$ cat config.mk
export PLATFORM = sky130hd
export DESIGN_NAME = fpss_top
export DESIGN_NICKNAME = d
export VERILOG_FILES = /design/src/verilog/fpss_pkg.sv /design/src/verilog/fpss_top.sv
export VERILOG_INCLUDE_DIRS = /design/src /design/src/verilog
export SDC_FILE = /design/constraint.sdc
export NUM_CORES = 1
export LEC_CHECK = 0
export ABC_AREA = 1
export BUFFER_PORTS_ARGS = -buffer_cell sky130_fd_sc_hd__buf_2
export CAP_MARGIN = 20
export CELL_PAD_IN_SITES_DETAIL_PLACEMENT = 1
export CELL_PAD_IN_SITES_GLOBAL_PLACEMENT = 1
export CORE_ASPECT_RATIO = 2
export CORE_MARGIN = 4
export CORE_UTILIZATION = 48
export DETAILED_ROUTE_END_ITERATION = 12
export PLACE_DENSITY = 0.95
export SETUP_SLACK_MARGIN = 0.02
export SYNTH_ARGS = -nofsm -noshare
export SYNTH_HDL_FRONTEND = slang
export SYNTH_SLANG_ARGS = --single-unit
$ cat constraint.sdc
create_clock -name core_clk_i -period 21.9 [get_ports core_clk_i]
set_input_delay 2.19 -clock core_clk_i [delete_from_list [all_inputs] [get_ports core_clk_i]]
set_output_delay 2.19 -clock core_clk_i [all_outputs]
set_load 0.005 [all_outputs]
$ cat src/verilog/fpss_cfg.svh
// offsets, fields, reset values and timing counts for fan source select
`ifndef FPSS_CFG_SVH
`define FPSS_CFG_SVH
`define FPSS_ADDR_W 8
`define FPSS_OFS_INTERVAL 8'hC7
`define FPSS_OFS_BINDING 8'hC8
`define FPSS_OFS_OVERRIDE 8'hC9
`define FPSS_RST_INTERVAL 8'h11
`define FPSS_RST_BINDING 8'h0F
`define FPSS_RST_OVERRIDE 8'h00
`define FPSS_CPU1_WIN_LSB 0
`define FPSS_CPU2_WIN_LSB 4
`define FPSS_WIN_SEL_W 4
`define FPSS_WIN_SEL_MAX 4'h9
`define FPSS_BIND_ZONE_LSB 0
`define FPSS_BIND_CPU1 4
`define FPSS_BIND_CPU2 5
`define FPSS_BIND_REG1 6
`define FPSS_BIND_REG2 7
`define FPSS_CLK_MHZ 100
`define FPSS_BASE_WIN_MS 730
`define FPSS_BASE_WIN_CYC (`FPSS_BASE_WIN_MS * 1000 * `FPSS_CLK_MHZ)
`define FPSS_WIN_SUBTICKS 256
`define FPSS_RAMP_STEP_MS 10
`define FPSS_RAMP_STEP_CYC (`FPSS_RAMP_STEP_MS * 1000 * `FPSS_CLK_MHZ)
`define FPSS_RAMP_INC 8'h08
`define FPSS_NUM_SRC 8
`endif

$ cat src/verilog/fpss_pkg.sv
// types for fan source select
`default_nettype none
package fpss_pkg;
  typedef struct packed {
    logic wr;
    logic rd;
    logic [7:0] addr;
    logic [7:0] wdata;
  } fpss_req_t;
  typedef struct packed {
    logic [7:0] zone4;
    logic [7:0] zone3;
    logic [7:0] zone2;
    logic [7:0] zone1;
  } fpss_zones_t;
endpackage : fpss_pkg
`default_nettype wire

$ cat src/verilog/fpss_top.sv
// fan output a source binding and cpu throttle monitoring windows
`timescale 1ns/1ps
`default_nettype none
`include "fpss_cfg.svh"
module fpss_top #(
  parameter int unsigned SUBTICK_CYC = `FPSS_BASE_WIN_CYC / `FPSS_WIN_SUBTICKS,
  parameter int unsigned RAMP_CYC = `FPSS_RAMP_STEP_CYC
) (
  input wire logic core_clk_i,
  input wire logic rstn_i,
  input wire fpss_pkg::fpss_req_t req_i,
  output logic [7:0] rdata_o,
  output logic rvalid_o,
  input wire fpss_pkg::fpss_zones_t zones_i,
  input wire logic cpu1_thermal_throttle_i,
  input wire logic cpu2_thermal_throttle_i,
  input wire logic regulator_one_overtemp_i,
  input wire logic regulator_two_overtemp_i,
  output logic [7:0] fan_out_a_duty_o,
  output logic fan_out_a_o,
  output logic [15:0] throttle_measured_value_o,
  output logic [1:0] window_done_o
);
  import fpss_pkg::*;

  // ----------------------------------------------------------------
  // registers
  // ----------------------------------------------------------------
  logic [7:0] interval_q;
  logic [7:0] binding_q;
  logic [7:0] override_q;

  always_ff @(posedge core_clk_i) begin
    if (!rstn_i) begin
      interval_q <= `FPSS_RST_INTERVAL;
      binding_q <= `FPSS_RST_BINDING;
      override_q <= `FPSS_RST_OVERRIDE;
    end else if (req_i.wr) begin
      if (req_i.addr == `FPSS_OFS_INTERVAL) begin
        interval_q <= req_i.wdata;
      end else if (req_i.addr == `FPSS_OFS_BINDING) begin
        binding_q <= req_i.wdata;
      end else if (req_i.addr == `FPSS_OFS_OVERRIDE) begin
        override_q <= req_i.wdata;
      end
    end
  end

  always_ff @(posedge core_clk_i) begin
    if (!rstn_i) begin
      rdata_o <= 8'h00;
      rvalid_o <= 1'b0;
    end else begin
      rvalid_o <= req_i.rd;
      if (!req_i.rd) begin
        rdata_o <= 8'h00;
      end else if (req_i.addr == `FPSS_OFS_INTERVAL) begin
        rdata_o <= interval_q;
      end else if (req_i.addr == `FPSS_OFS_BINDING) begin
        rdata_o <= binding_q;
      end else if (req_i.addr == `FPSS_OFS_OVERRIDE) begin
        rdata_o <= override_q;
      end else begin
        rdata_o <= 8'h00;
      end
    end
  end

  // ----------------------------------------------------------------
  // enable pulses
  // ----------------------------------------------------------------
  logic [31:0] sub_cnt_q;
  logic sub_tick_q;
  logic [31:0] ramp_cnt_q;
  logic ramp_tick_q;

  always_ff @(posedge core_clk_i) begin
    if (!rstn_i) begin
      sub_cnt_q <= 32'h0;
      sub_tick_q <= 1'b0;
    end else if (sub_cnt_q == SUBTICK_CYC - 1) begin
      sub_cnt_q <= 32'h0;
      sub_tick_q <= 1'b1;
    end else begin
      sub_cnt_q <= sub_cnt_q + 32'h1;
      sub_tick_q <= 1'b0;
    end
  end

  always_ff @(posedge core_clk_i) begin
    if (!rstn_i) begin
      ramp_cnt_q <= 32'h0;
      ramp_tick_q <= 1'b0;
    end else if (ramp_cnt_q == RAMP_CYC - 1) begin
      ramp_cnt_q <= 32'h0;
      ramp_tick_q <= 1'b1;
    end else begin
      ramp_cnt_q <= ramp_cnt_q + 32'h1;
      ramp_tick_q <= 1'b0;
    end
  end

  // ----------------------------------------------------------------
  // throttle monitoring windows
  // ----------------------------------------------------------------
  logic [1:0] thr_in;
  logic [3:0] win_sel [2];
  assign thr_in = {cpu2_thermal_throttle_i, cpu1_thermal_throttle_i};
  assign win_sel[0] = interval_q[`FPSS_CPU1_WIN_LSB +: `FPSS_WIN_SEL_W];
  assign win_sel[1] = interval_q[`FPSS_CPU2_WIN_LSB +: `FPSS_WIN_SEL_W];

  for (genvar c = 0; c < 2; c++) begin : g_mon
    logic [3:0] sel;
    logic [17:0] win_len;
    logic [17:0] tick_cnt_q;
    logic [17:0] hot_cnt_q;
    logic [17:0] scaled;
    logic [7:0] meas_q;
    logic done_q;
    assign sel = (win_sel[c] > `FPSS_WIN_SEL_MAX) ? `FPSS_WIN_SEL_MAX
                                                   : win_sel[c];
    // window of 256 subticks doubled per code
    assign win_len = 18'(`FPSS_WIN_SUBTICKS) << sel;
    assign scaled = hot_cnt_q >> sel;
    always_ff @(posedge core_clk_i) begin
      if (!rstn_i) begin
        tick_cnt_q <= 18'h0;
        hot_cnt_q <= 18'h0;
        meas_q <= 8'h00;
        done_q <= 1'b0;
      end else begin
        done_q <= 1'b0;
        if (sub_tick_q) begin
          if (tick_cnt_q >= win_len - 18'h1) begin
            tick_cnt_q <= 18'h0;
            hot_cnt_q <= 18'h0;
            meas_q <= (scaled > 18'hFF) ? 8'hFF
                      : scaled[7:0];
            done_q <= 1'b1;
          end else begin
            tick_cnt_q <= tick_cnt_q + 18'h1;
            hot_cnt_q <= hot_cnt_q + {17'h0, thr_in[c]};
          end
        end
      end
    end
  end
  assign throttle_measured_value_o = {g_mon[1].meas_q, g_mon[0].meas_q};
  assign window_done_o = {g_mon[1].done_q, g_mon[0].done_q};

  // ----------------------------------------------------------------
  // duty requests per source and largest wins
  // ----------------------------------------------------------------
  localparam logic [7:0] LUT [16] = '{
    8'h00, 8'h00, 8'h10, 8'h20, 8'h30, 8'h40, 8'h50, 8'h60,
    8'h80, 8'hA0, 8'hC0, 8'hE0, 8'hFF, 8'hFF, 8'hFF, 8'hFF};
  logic [7:0] zone_t [4];
  logic [3:0] ramp_src;
  logic [7:0] req_duty [`FPSS_NUM_SRC];
  logic [7:0] best [`FPSS_NUM_SRC + 1];
  assign zone_t[0] = zones_i.zone1;
  assign zone_t[1] = zones_i.zone2;
  assign zone_t[2] = zones_i.zone3;
  assign zone_t[3] = zones_i.zone4;
  assign ramp_src = {regulator_two_overtemp_i, regulator_one_overtemp_i,
                     cpu2_thermal_throttle_i, cpu1_thermal_throttle_i};
  assign best[0] = 8'h00;

  for (genvar s = 0; s < `FPSS_NUM_SRC; s++) begin : g_src
    if (s < 4) begin : g_zone
      assign req_duty[s] = LUT[zone_t[s][7:4]];
    end else begin : g_ramp
      logic [7:0] ramp_q;
      always_ff @(posedge core_clk_i) begin
        if (!rstn_i) begin
          ramp_q <= 8'h00;
        end else if (ramp_tick_q && ramp_src[s-4]) begin
          ramp_q <= (ramp_q > 8'hFF - `FPSS_RAMP_INC) ? 8'hFF
                    : ramp_q + `FPSS_RAMP_INC;
        end else if (ramp_tick_q) begin
          ramp_q <= (ramp_q < `FPSS_RAMP_INC) ? 8'h00
                    : ramp_q - `FPSS_RAMP_INC;
        end
      end
      assign req_duty[s] = ramp_q;
    end
    // bit s binds source s
    assign best[s+1] = (binding_q[s] && req_duty[s] > best[s])
                       ? req_duty[s] : best[s];
  end

  logic [7:0] pwm_cnt_q;
  always_ff @(posedge core_clk_i) begin
    if (!rstn_i) begin
      fan_out_a_duty_o <= 8'h00;
      fan_out_a_o <= 1'b0;
      pwm_cnt_q <= 8'h00;
    end else begin
      fan_out_a_duty_o <= best[`FPSS_NUM_SRC];
      pwm_cnt_q <= pwm_cnt_q + 8'h01;
      fan_out_a_o <= (best[`FPSS_NUM_SRC] == 8'hFF) ||
                     (pwm_cnt_q < best[`FPSS_NUM_SRC]);
    end
  end
endmodule : fpss_top
`default_nettype wire

# Word level (Yosys, flattened, before mapping)
# Memories as Yosys holds them, arrays and structs flattened.
# Index checks and enable logic that the tools add are counted.
# W data, S select, Z words.
[classes]
n_bitwise = 7
reduce_logical = 26
n_shift = 4
n_addsub = 17
muxes = 47
n_eq_ne = 6
magnitude_cmp = 27
[ops]
columns = ["operator", "count"]
rows = [
  ["$mux W8", 37],
  ["$mux W18", 4],
  ["$add A32 B1 Y32 const B", 2],
  ["$gt A8 B8 Y1", 7],
  ["$add A18 B1 Y18", 2],
  ["$add A18 B1 Y18 const B", 2],
  ["$ge A18 B18 Y1", 2],
  ["$gt A18 B8 Y1 const B", 2],
  ["$shl A9 B4 Y18 const A", 2],
  ["$shr A18 B4 Y18", 2],
  ["$sub A18 B1 Y18 const B", 2],
  ["$add A8 B4 Y8 const B", 4],
  ["$eq A32 B19 Y1 const B", 1],
  ["$eq A32 B20 Y1 const B", 1],
  ["$eq A8 B8 Y1 const B", 4],
  ["$gt A8 B8 Y1 const B", 4],
  ["$lt A8 B4 Y1 const B", 4],
  ["$sub A8 B4 Y8 const B", 4],
  ["$ge A5 B5 Y1 const B", 4],
  ["$not A4 Y5", 4],
  ["$logic_and A1 B1 Y1", 12],
  ["$reduce_and A2 Y1", 5],
  ["$add A8 B1 Y8 const B", 1],
  ["$gt A4 B4 Y1 const B", 2],
  ["other kinds (10)", 20],
]
[word_totals]
ff_bits = 238
rom_bits = 512
memories = 4
word_cells = 162
out_inout_bits = 36
inputBits = 56
[mem_list]
columns = ["name", "depth", "width", "read_ports", "rd_clocked_by_memory_dff", "write_ports", "line", "text"]
rows = [
  ["(name not given)", 16, 8, 1, 0, 0, "fpss_top.sv:171", "assign req_duty[s] = LUT[zone_t[s][7:4]];"],
  ["(name not given)", 16, 8, 1, 0, 0, "fpss_top.sv:171", ""],
  ["(name not given)", 16, 8, 1, 0, 0, "fpss_top.sv:171", ""],
  ["(name not given)", 16, 8, 1, 0, 0, "fpss_top.sv:171", ""],
]

# Depth between registers and ports, before layout
# Gate-level depths: netlist of the first run.
[logic_depth]
depth_word = 30
mapped_depth = 91
ltp_nobuf = 89

# Worst setup path after synthesis of the first run
# OpenSTA, ideal clock, no wires.
[synth_path]
kind = "in2reg"
startpoint = "input zones_i[4] (netlist bit)"
endpoint = "register fan_out_a_o"
setup_ps = 58
path_slack_ps = 10997
required_ps = 21842
arrival_time_ps = 10845
cell_stages = 81
n_path_buf = 3
path_cell_list = "inv_1 > ha_1 > nand2_1 > nand2_1 > nor2_1 > nor2_1 > nand4_1 > nand3b_1 > ha_1 > nand2_1 > inv_1 > nand4_1 > nor2_2 > nor2_4 > nand2_4 > o21ai_0 > ha_1 > nand2_1 > [45 not listed] > ha_1 > nand2_1 > nor2_2 > a21oi_1 > nand2_2 > nand2_1 > buf_6 > nand2_1 > o21ai_1 > inv_1 > ha_1 > nand2_1 > inv_1 > nand2_1 > nand3_1 > a31oi_1 > nand2_1 > nand2_1"
[synth_via]
elab_chain_len = 30
word_cells_on_any_way = 31
classes_between = "order compare: 9; eq/ne: 1; mux: 10; bitwise: 1; reduce/logical: 9; memory: 1"
[synth_lines]
columns = ["element", "line", "text"]
rows = [
  ["start, declared", "fpss_top.sv:14", "input wire fpss_pkg::fpss_zones_t zones_i,"],
  ["$not A4 Y5 (implied by the code) *", "fpss_top.sv:171", ""],
  ["$mem_v2 Z16 W8 *", "n/a", ""],
  ["$mux W8 (implied by the code) * (2 in a row)", "fpss_top.sv:171", ""],
  ["$gt A8 B1 Y1", "fpss_top.sv:188", "assign best[s+1] = (binding_q[s] && req_duty[s] > best[s])"],
  ["$logic_and A1 B1 Y1", "fpss_top.sv:188", ""],
  ["$mux W8 *", "fpss_top.sv:189", "? req_duty[s] : best[s];"],
  ["$gt A8 B8 Y1", "fpss_top.sv:188", ""],
  ["$logic_and A1 B1 Y1", "fpss_top.sv:188", ""],
  ["[13 not listed]", "n/a", ""],
  ["$gt A8 B8 Y1", "fpss_top.sv:188", ""],
  ["$logic_and A1 B1 Y1", "fpss_top.sv:188", ""],
  ["$mux W8 *", "fpss_top.sv:189", ""],
  ["$gt A8 B8 Y1", "fpss_top.sv:188", ""],
  ["$logic_and A1 B1 Y1", "fpss_top.sv:188", ""],
  ["$mux W8 *", "fpss_top.sv:189", ""],
  ["$lt A8 B8 Y1 / $eq A8 B8 Y1 (equally long branches)", "fpss_top.sv:202, fpss_top.sv:201", ""],
  ["$logic_or A1 B1 Y1 *", "fpss_top.sv:201", "fan_out_a_o <= (best[`FPSS_NUM_SRC] == 8'hFF) ||"],
  ["end signal, assigned", "fpss_top.sv:201", ""],
  ["end, declared", "fpss_top.sv:20", "output logic fan_out_a_o,"],
]
# Every way passes the cells marked *; elsewhere a longest branch is shown, timed or not. The select of a mux whose other input is x is not followed.
# A chain may end at the register's enable or synchronous reset.

# Worst setup path in the final report of the first run
# Same ends and word-level chain as after synthesis.

==> results.sh, run 1 <==
export IMPL_status="completed"
export IMPL_synth_edff_count=0
export IMPL_clock_latency_ps=560
export IMPL_cp_start_kind="input port"
export IMPL_holdBufCountCts=0
export IMPL_ir_worst_vdd_uv=55.9
export IMPL_power_frac_seq=0.384
export IMPL_netSwitchingPower_mw=0.372
export IMPL_placed_cells=2564
export IMPL_grt_overflow=0
export IMPL_path_clk_slew_ps=60
export IMPL_clock_skew_ps=18.6
export IMPL_avgViaCountPerCell=5.92
export IMPL_initial_core_util=0.488
export IMPL_rows=89
export IMPL_io_buffers=75
export IMPL_grt_use_total=0.281
export IMPL_slowest_delay_ps=370
export IMPL_endpoint_kind="flip-flop"
export IMPL_syn_avg_cell_area_sq_um=6.65
export IMPL_dieArea_sq_mm=0.0331
export IMPL_min_period_over_period=0.575
export IMPL_power_density_mw_per_mm2=69.6
export IMPL_synth_cells=2174
export IMPL_fin_tns_setup_ps=0
export IMPL_critical_path_class="input port to flip-flop"
export IMPL_synth_async_reset_ratio=0
export IMPL_worst_path_max_fanout=11
export IMPL_switching_share=0.336
export IMPL_cts_tree="built"
export IMPL_relSlewSlack=0.313
export IMPL_cts_sinks=228
export IMPL_fin_crit_ps=12600
export IMPL_clk_path_buf_depth=3
export IMPL_area_delta_synth_final_pct=9.94
export IMPL_vias=15500
export IMPL_grt_max_degree=54
export IMPL_crit_slowest_cell="o21ai_0"
export IMPL_ys_ff_latch=228
export IMPL_die_w_um=131
export IMPL_maxCapViolCount=0
export IMPL_drive_above_1_share=0.0905
export IMPL_rr_worst_depth=75
export IMPL_cp_arrival_ps=13090
export IMPL_p_int_mw=0.734
export IMPL_yosys_warnings=0
export IMPL_hold_viol_final=0
export IMPL_postCtsSetupRepairBufs=0
export IMPL_htree_levels=1
export IMPL_fmax_ghz=0.0794
export IMPL_die_y_um=253
export IMPL_ys_dominant_reg_cell="dfxtp_1"
export IMPL_gp_congestion=0.894
export IMPL_grt_pass1_wl_mm=77.0
export IMPL_wl_mm=49.2
export IMPL_pwr_share_comb=0.239
export IMPL_fin_cells=2612
export IMPL_coreArea_sq_mm=0.0296
export IMPL_crit_required_ps=22390
export IMPL_fin_ws_ps=9300
export IMPL_netlist_area_sq_mm=0.0145
export IMPL_crit_top_cell="nand2_1"
export IMPL_drc=0
export IMPL_place_ws_ps=9010
export IMPL_timing_final_max_slew_violations=0
export IMPL_nNetsFinal=2360
export IMPL_ys_seq_area_frac=0.316
export IMPL_synth_cell_types=50
export IMPL_p_leak_nw=6.73
export IMPL_worst_r2r_setup_slack_ps=11320
export IMPL_finalSetupViolations=0
export IMPL_hold_path_depth=1
export IMPL_drt_iter0_markers=729
export IMPL_p_clk_frac=0.377
export IMPL_dp_hpwl_mm=34.4
export IMPL_cts_resized=0
export IMPL_min_path_type="flip-flop to flip-flop"
export IMPL_drtAntennaViolNets=0
export IMPL_antenna_found_initial=3
export IMPL_drt_pass1_iterations=6
export IMPL_pin_count=92
export IMPL_drt_wirelength_per_cell_um=18.8
export IMPL_ctsRootBufferMaster="clkbuf_16"
export IMPL_worst_pin_slew_ps=1020
export IMPL_rsz0062_at_grt="false"
export IMPL_cts_made_buffers=23
export IMPL_grt_pass1_vias=16400
## state kept, by name, indices dropped and copies added (netlist names)
signal / cells
rvalid_o: 1
g_mon.done_q: 2
ramp_cnt_q: 32
ramp_tick_q: 1
fan_out_a_o: 1
pwm_cnt_q: 8
g_mon.tick_cnt_q: 36
binding_q: 8
sub_tick_q: 1
sub_cnt_q: 32
fan_out_a_duty_o: 6
g_mon.meas_q: 16
interval_q: 8
rdata_o: 8
g_src.g_ramp.ramp_q: 24
override_q: 8
g_mon.hot_cnt_q: 36
## cell type report
type / instances / area, sq um
Fill cell: 4009 / 13700
Multi-Input combinational cell: 1548 / 8340
Sequential cell: 228 / 4560
Inverter: 340 / 1280
Clock buffer: 29 / 628
Timing Repair Buffer: 86 / 485
Tap cell: 364 / 455
Clock inverter: 13 / 136
Antenna cell: 4 / 10.0
## Yosys cell counts (20+ instances only)
master	n	area [sq um]
o211ai_1	20	150
nor2_1	223	837
nand2_1	410	1540
inv_1	321	1200
nor4_1	30	188
a31oi_1	38	238
clkbuf_1	47	176
o21ai_0	156	781
nand3_1	147	736
nor3_1	60	300
a21oi_1	130	651
nand2_2	27	169
nand4_1	27	169
dfxtp_1	228	4560
xor2_1	42	368
ha_1	77	963
nor3b_1	21	158
## worst max-delay path: cells and delay by family
kind | cells | cell delay, ps
adders and majority gates | 9 | 2810
buffers and inverters | 12 | 960
AOI/OAI and AO/OA | 9 | 1850
and+or+nand+nor | 51 | 5250
## final timing paths
kind	to	startpoint
worst min register to register	ramp_cnt_q[0]	ramp_cnt_q[0]
worst max register to register	fan_out_a_o	binding_q[0]
worst min-delay path	ramp_cnt_q[0]	ramp_cnt_q[0]
worst max-delay path	fan_out_a_o	zones_i[4]
## power by group through the flow
stage | registers [mW] | logic (mW) | clock network [mW]
after detailed placement | 0.433 | 0.257 | 0
after global placement | 0.433 | 0.241 | 0
final | 0.425 | 0.265 | 0.416
after floorplan | 0.432 | 0.186 | 0
after global routing | 0.425 | 0.300 | 0.437
after CTS | 0.424 | 0.261 | 0.419
## metal layers
| metal | global-route usage | vias to the layer above | routed length, um |
|---|---|---|---|
| met5 | 0 | - | 0 |
| met4 | 0.176 | 0 | 3350 |
| met3 | 0.0347 | 221 | 1770 |
| met2 | 0.557 | 428 | 27400 |
| met1 | 0.258 | 7512 | 16700 |
| li1 | - | 7298 | - |
## stage by stage
stage                     hold WS, ps  power [mW]  utilization  cell area (sq um)
after floorplan                   418       0.619            -              14500
after CTS                         459        1.10        0.535              15800
after global routing              477        1.16        0.537              15900
final                             457        1.11        0.537              15900
after global placement            438       0.674        0.509              15100
after detailed placement          447       0.691        0.509              15100
## cells in the final DEF, fill, tap and decap left out, drive strengths merged, types with 4 or more instances in the layout
| cell type | synthesis | layout |
|---|---|---|
| nor4 | 30 | 30 |
| o21ai | 162 | 162 |
| or2 | 10 | 10 |
| nand2 | 445 | 445 |
| o2111ai | 5 | 5 |
| buf | 12 | 86 |
| nand4 | 27 | 27 |
| o31ai | 12 | 12 |
| a211oi | 13 | 13 |
| nand3b | 5 | 5 |
| o221ai | 4 | 4 |
| nor3b | 21 | 21 |
| clkinv | 7 | 13 |
| inv | 333 | 334 |
| o22ai | 10 | 10 |
| nand3 | 156 | 156 |
| a31oi | 38 | 38 |
| xnor2 | 11 | 11 |
| clkbuf | 47 | 29 |
| dfxtp | 228 | 228 |
| o21a | 8 | 8 |
| nor2 | 232 | 232 |
| xor2 | 42 | 42 |
| ha | 77 | 77 |
| diode | 0 | 4 |
| clkinvlp | 0 | 4 |
| o21bai | 8 | 8 |
| o211ai | 20 | 20 |
| a21oi | 133 | 133 |
| nor3 | 60 | 60 |
| and3 | 4 | 4 |
## kinds of logic after synthesis
kind of cell,after synthesis,synth area share
flip-flops,228,0.316
XOR/XNOR,53,0.0321
adder cells (fa/ha/maj),77,0.0666
multiplexers,1,0.000692
AND/OR/NAND/NOR,990,0.309
other,1,0.000259
buffers and inverters,399,0.108
AO/OA/AOI/OAI,425,0.168
Power figures use the tool's default switching activity.
==> run 2, diff against run 1 <==
--- a/config.mk
+++ b/config.mk
@@ -13,9 +13,9 @@
 export CELL_PAD_IN_SITES_GLOBAL_PLACEMENT = 1
 export CORE_ASPECT_RATIO = 2
 export CORE_MARGIN = 4
-export CORE_UTILIZATION = 48
+export CORE_UTILIZATION = 40
 export DETAILED_ROUTE_END_ITERATION = 12
-export PLACE_DENSITY = 0.95
+export PLACE_DENSITY = 0.88
 export SETUP_SLACK_MARGIN = 0.02
 export SYNTH_ARGS = -nofsm -noshare
 export SYNTH_HDL_FRONTEND = slang
==> constraint.sdc (replaced) <==
create_clock -name core_clk_i -period 10.1 [get_ports core_clk_i]
set_input_delay 1.01 -clock core_clk_i [delete_from_list [all_inputs] [get_ports core_clk_i]]
set_output_delay 1.01 -clock core_clk_i [all_outputs]
set_load 0.005 [all_outputs]
==> run 2 against run 1 <==
  * Total power increased to 2.5 times the previous value
  * Flip-flop and latch count stayed put
  * Global-route usage is 5.0 points lower
  * Worst hold slack lost 5.9 ps
  * Clock-buffer cell count grew 2
  * Sequential power rose by 120%
  * First-iteration DRC count is 10% lower
  * Core utilization down 5.3 points
  * Die area up 19%
  * Cell count is 7.3% higher
  * Clock skew rose by 7.1 ps
  * Critical path type unchanged
  * Critical endpoint unchanged
  * Highest routed layer unchanged
==> results.sh, run 2 (synthesis gave the netlist of run 1 again) <==
export IMPL_status="completed"
export IMPL_crit_slowest_cell="ha_4"
export IMPL_fmax_ghz=0.102
export IMPL_placed_cells=2741
export IMPL_hold_viol_final=0
export IMPL_worst_pin_slew_ps=990
export IMPL_dp_hpwl_mm=35.8
export IMPL_clock_skew_ps=25.6
export IMPL_cts_sinks=228
export IMPL_grt_pass1_wl_mm=77.0
export IMPL_avgViaCountPerCell=5.57
export IMPL_netSwitchingPower_mw=0.899
export IMPL_fin_cells=2802
export IMPL_ctsRootBufferMaster="clkbuf_16"
export IMPL_final_cell_mix="nand2_1 (389), inv_1 (313), dfxtp_1 (228)"
export IMPL_wl_mm=48.7
export IMPL_relSlewSlack=0.339
export IMPL_clk_path_buf_depth=3
export IMPL_gp_congestion=0.883
export IMPL_pwr_share_comb=0.318
export IMPL_antenna_found_initial=2
export IMPL_whs_ps=451
export IMPL_maxCapViolCount=0
export IMPL_finalSetupViolations=0
export IMPL_fin_ws_ps=274
export IMPL_cts_made_buffers=24
export IMPL_drc=0
export IMPL_worst_path_max_fanout=9
export IMPL_grt_pass1_vias=17000
export IMPL_die_y_um=277
export IMPL_dieArea_sq_mm=0.0394
export IMPL_min_path_type="flip-flop to flip-flop"
export IMPL_ir_worst_vdd_uv=122
export IMPL_drt_iter0_markers=656
export IMPL_cp_arrival_ps=10260
export IMPL_p_clk_frac=0.351
export IMPL_crit_top_cell="nand2_1"
export IMPL_worst_r2r_setup_slack_ps=1020
export IMPL_min_period_over_period=0.973
export IMPL_critical_path_class="input port to flip-flop"
export IMPL_coreArea_sq_mm=0.0357
export IMPL_path_clk_slew_ps=70
export IMPL_drtAntennaViolNets=0
export IMPL_power_frac_seq=0.330
export IMPL_fin_crit_ps=9830
export IMPL_io_buffers=75
export IMPL_drt_wirelength_per_cell_um=17.4
export IMPL_cp_start_kind="input port"
export IMPL_grt_max_degree=54
export IMPL_place_ws_ps=-657
export IMPL_nNetsFinal=2465
export IMPL_die_w_um=142
export IMPL_pin_count=92
export IMPL_drt_pass1_iterations=5
export IMPL_grt_overflow=0
export IMPL_final_common_cell="nand2_1"
export IMPL_slowest_delay_ps=310
export IMPL_power_mw=2.77
export IMPL_rows=98
export IMPL_drive_above_1_share=0.161
export IMPL_cts_tree="built"
export IMPL_clock_latency_ps=550
export IMPL_initial_core_util=0.405
export IMPL_endpoint_kind="flip-flop"
export IMPL_grt_use_total=0.231
export IMPL_timing_final_max_slew_violations=0
export IMPL_htree_levels=1
export IMPL_switching_share=0.324
export IMPL_power_density_mw_per_mm2=161
export IMPL_vias=15600
export IMPL_top_regs="g_mon.hot_cnt_q (36), g_mon.tick_cnt_q (36)"
export IMPL_p_int_mw=1.88
export IMPL_p_leak_nw=7.32
export IMPL_area_delta_synth_final_pct=19.3
export IMPL_crit_required_ps=10530
==> run 2: changes by cell type in the layout (fill, tap and decap cells not counted), moves of 7 or more <==
cell	change
buf_4	+102
ha_1	-12
ha_4	+12
inv_1	-8
inv_2	+8
nand2_1	-21
nand2_2	+18
o21ai_0	-7
o21ai_2	+10
==> run 2: metrics by stage <==
stage,utilization,area [sq um],setup TNS [ps]
floorplan,-,14500,0
global placement,0.445,15900,-234
detailed placement,0.445,15900,-1020
CTS,0.469,16700,0
global route,0.483,17300,-293
finish,0.484,17300,0
==> run 2: worst max-delay path, delay by kind of cell <==
kind	cells	cell delay [ps]
fa+ha+maj	9	2440
compound gates	7	910
buf+inv	15	1340
simple gates	51	4520
==> run 2: path summary, 6_finish.rpt <==
check                 from       endpoint  cells after the start
min reg2reg  ramp_cnt_q[0]  ramp_cnt_q[0]                      1
max             zones_i[4]    fan_out_a_o                     82
max reg2reg   binding_q[0]    fan_out_a_o                     76
min          ramp_cnt_q[0]  ramp_cnt_q[0]                      1
==> run 2: per-layer routing <==
layer	wire length, um	track usage
met4	2800	0.132
met2	27900	0.475
met5	0	0
met3	1360	0.0242
met1	16600	0.205
==> run 2: cell type report <==
| cell class | count | area (sq um) |
|---|---|---|
| well taps | 450 | 563 |
| clock inverters | 12 | 168 |
| fillers | 4657 | 18400 |
| inverters | 340 | 1280 |
| repair buffers | 190 | 1280 |
| flip-flops and latches | 228 | 4560 |
| clock buffers | 31 | 678 |
| multi-input cells | 1548 | 8710 |
| diodes | 3 | 7.51 |
==> run 2: power groups by stage <==
stage               clock (mW)  sequential (mW)  combinational, mW
global placement             0            0.937              0.685
finish                   0.975            0.917              0.883
floorplan                    0            0.937              0.404
detailed placement           0            0.938              0.723
global route              1.02            0.918              0.970
CTS                      0.994            0.917              0.731
==> run 2: what timing repair did <==
action / 4_1_cts / 5_1_grt
pin swaps: 0 / 63
hold buffers: 0 / 0
setup endpoints to repair: 1 / 7
resized for setup: 3 / 92
buffers inserted: 0 / 14
==> run 3, diff against run 2 <==
--- a/config.mk
+++ b/config.mk
@@ -6,16 +6,14 @@
 export SDC_FILE = /design/constraint.sdc
 export NUM_CORES = 1
 export LEC_CHECK = 0
-export ABC_AREA = 1
+export ABC_AREA = 0
 export BUFFER_PORTS_ARGS = -buffer_cell sky130_fd_sc_hd__buf_2
 export CAP_MARGIN = 20
-export CELL_PAD_IN_SITES_DETAIL_PLACEMENT = 1
-export CELL_PAD_IN_SITES_GLOBAL_PLACEMENT = 1
 export CORE_ASPECT_RATIO = 2
 export CORE_MARGIN = 4
-export CORE_UTILIZATION = 40
+export CORE_UTILIZATION = 55
 export DETAILED_ROUTE_END_ITERATION = 12
-export PLACE_DENSITY = 0.88
+export PLACE_DENSITY = 0.84
 export SETUP_SLACK_MARGIN = 0.02
 export SYNTH_ARGS = -nofsm -noshare
 export SYNTH_HDL_FRONTEND = slang
==> constraint.sdc (replaced) <==
create_clock -name core_clk_i -period 12.45 [get_ports core_clk_i]
set_input_delay 1.245 -clock core_clk_i [delete_from_list [all_inputs] [get_ports core_clk_i]]
set_output_delay 1.245 -clock core_clk_i [all_outputs]
set_load 0.005 [all_outputs]
==> run 3 against run 2 <==
  * Sequential power is 19% lower
  * Combinational power decreased by 24%
  * Global-route usage is 2.1 points higher
  * The run now ends with negative setup slack left
  * Clock power is 21% lower
  * Critical path depth decreased by 13
  * Core utilization rose by 17 points
  * Total power decreased by 21%
  * Area after synthesis up 1.4%
==> results.sh, run 3 <==
export IMPL_status="finished, violations left"
export IMPL_violations="negative setup slack"
export IMPL_crit_slowest_cell="a211o_4"
export IMPL_place_ws_ps=-1310
export IMPL_grt_max_degree=34
export IMPL_top_regs="g_mon.hot_cnt_q (36), g_mon.tick_cnt_q (36)"
export IMPL_syn_avg_cell_area_sq_um=7.94
export IMPL_yosysTopAreaCellShare=0.311
export IMPL_coreArea_sq_mm=0.0263
export IMPL_endpoint_kind="flip-flop"
export IMPL_fin_cells=2343
export IMPL_yosysTopAreaCell="dfxtp_1"
export IMPL_grt_pass1_vias=13900
export IMPL_drtAntennaViolNets=0
export IMPL_pin_count=92
export IMPL_finalSetupViolations=1
export IMPL_worst_pin_slew_ps=1060
export IMPL_slowest_delay_ps=380
export IMPL_die_y_um=239
export IMPL_initial_core_util=0.558
export IMPL_synth_async_reset_ratio=0
export IMPL_ys_seq_area_frac=0.311
export IMPL_drc=0
export IMPL_cts_tree="built"
export IMPL_worst_path_max_fanout=7
export IMPL_synth_most_common_cell="nor2_1"
export IMPL_ctsRootBufferMaster="clkbuf_16"
export IMPL_cts_sinks=228
export IMPL_netlist_area_sq_mm=0.0147
export IMPL_synth_area_leaders="dfxtp_1 (31%), ha_1 (6.6%), nor2_1 (6.0%)"
export IMPL_synth_edff_count=0
export IMPL_final_cell_mix="nor2_1 (233), dfxtp_1 (228), nand2_1 (204)"
export IMPL_hold_viol_final=0
export IMPL_stdcell_area_sq_mm=0.0171
export IMPL_clock_skew_ps=11.9
export IMPL_rsz0062_at_grt="true"
export IMPL_p_leak_nw=6.90
export IMPL_whs_ps=447
export IMPL_relSlewSlack=0.291
export IMPL_min_period_over_period=1.05
export IMPL_ys_ff_latch=228
export IMPL_synth_cell_types=99
export IMPL_fin_tns_setup_ps=-563
export IMPL_dieArea_sq_mm=0.0295
export IMPL_placed_cells=2278
export IMPL_dp_hpwl_mm=28.0
export IMPL_synth_cells=1846
export IMPL_antenna_found_initial=0
export IMPL_cts_made_buffers=22
export IMPL_crit_required_ps=12890
export IMPL_drt_wirelength_per_cell_um=16.4
export IMPL_register_area_sq_mm=0.00456
export IMPL_nNetsFinal=2116
export IMPL_drt_iter0_markers=747
export IMPL_final_common_cell="nor2_1"
export IMPL_post_dp_cell_area_sq_mm=0.0160
export IMPL_io_buffers=75
export IMPL_path_clk_slew_ps=60
export IMPL_die_w_um=123
export IMPL_grt_pass1_wl_mm=62.1
export IMPL_grt_overflow=0
export IMPL_cp_start_kind="input port"
export IMPL_timing_final_max_slew_violations=0
export IMPL_area_delta_synth_final_pct=16.9
export IMPL_drive_above_1_share=0.173
export IMPL_ys_dominant_reg_cell="dfxtp_1"
export IMPL_clock_latency_ps=520
export IMPL_fmax_ghz=0.0768
export IMPL_critical_path_class="input port to flip-flop"
export IMPL_clk_path_buf_depth=3
export IMPL_yosys_warnings=0
export IMPL_diodes=0
export IMPL_wl_mm=38.5
export IMPL_gp_congestion=0.973
export IMPL_rows=84
export IMPL_htree_levels=1
export IMPL_avgViaCountPerCell=5.97
export IMPL_maxCapViolCount=0
export IMPL_vias=14000
export IMPL_ir_worst_vdd_uv=121
export IMPL_synth_common_cells="nor2_1 (235), dfxtp_1 (228), nand2_1 (204)"
export IMPL_fillers=2112
export IMPL_multiInputGateArea_sq_mm=0.00962
export IMPL_drt_pass1_iterations=6
export IMPL_fin_crit_ps=13010
export IMPL_cp_arrival_ps=13450
export IMPL_grt_use_total=0.252
export IMPL_fin_ws_ps=-563
export IMPL_power_density_mw_per_mm2=127
export IMPL_min_path_type="flip-flop to flip-flop"
run 3: cell types whose count changed after synthesis, sizes merged, moves of 37 or more:
cell,previous run,this run
mux2i,1,67
inv,333,80
o21ai,162,105
nor3,60,23
nand2,445,206
nand3,156,81
xor2,42,91
run 3: metrics by stage:
stage,power [mW],util
after floorplan,1.13,-
after global placement,1.33,0.607
after detailed placement,1.35,0.607
after CTS,2.16,0.647
after global routing,2.28,0.653
final,2.18,0.653
run 3: timing repair:
action / in CTS / in global routing
endpoints found under the setup margin: 1 / 7
buffers inserted: 17 / 8
hold buffers: 0 / 0
pin swaps: 37 / 5
resized for setup: 16 / 18
run 3: final cells by class:
| cell class | instances | area share |
|---|---|---|
| clock inverter | 11 | 0.0109 |
| timing repair buffer | 206 | 0.0809 |
| clock buffer | 29 | 0.0384 |
| multi-input combinational | 1444 | 0.561 |
| sequential | 228 | 0.266 |
| tap | 344 | 0.0251 |
| inverter | 81 | 0.0177 |
run 3: cell families (layout without fill, tap and decap cells):
family / count (synthesis) / after routing / synth area share
DFF: 228 / 228 / 0.311
buffers and inverters: 175 / 327 / 0.0563
and+or+nand+nor: 738 / 738 / 0.238
muxes: 91 / 91 / 0.0671
xor gates and xnor gates: 136 / 136 / 0.0812
other: 1 / 2 / 0.000256
AOI/OAI and AO/OA: 391 / 391 / 0.174
adders and majority gates: 86 / 86 / 0.0718
run 3: critical path: cells and delay by family:
kind                       cells  cell delay (ps)
and+or+nand+nor               18             2180
buffers and inverters          7              560
AOI/OAI and AO/OA             30             5860
adders and majority gates      9             2270
muxes                          5             1330
run 3: path summary, 6_finish.rpt:
check | from | endpoint | slack (ps) | depth (start not counted)
setup / recovery | zones_i[4] | fan_out_a_o | -560 | 69
hold / removal | g_mon[0].meas_q[2] | g_mon[0].meas_q[2] | 450 | 1
setup reg to reg | binding_q[0] | fan_out_a_o | 150 | 64
hold reg to reg | g_mon[0].meas_q[2] | g_mon[0].meas_q[2] | 450 | 1
run 3: metal layers:
layer / global-route usage / vias to the layer above / share of wire
met5: 0 / - / 0
met1: 0.241 / 6634 / 0.35
met4: 0.154 / 0 / 0.061
met3: 0.0329 / 178 / 0.041
met2: 0.490 / 417 / 0.55
li1: - / 6763 / -
run 3: power by group:
| part | total [mW] | switching (mW) | internal (mW) |
|---|---|---|---|
| sequential | 0.744 | 0.00470 | 0.739 |
| combinational | 0.667 | 0.341 | 0.326 |
| clock | 0.772 | 0.295 | 0.477 |
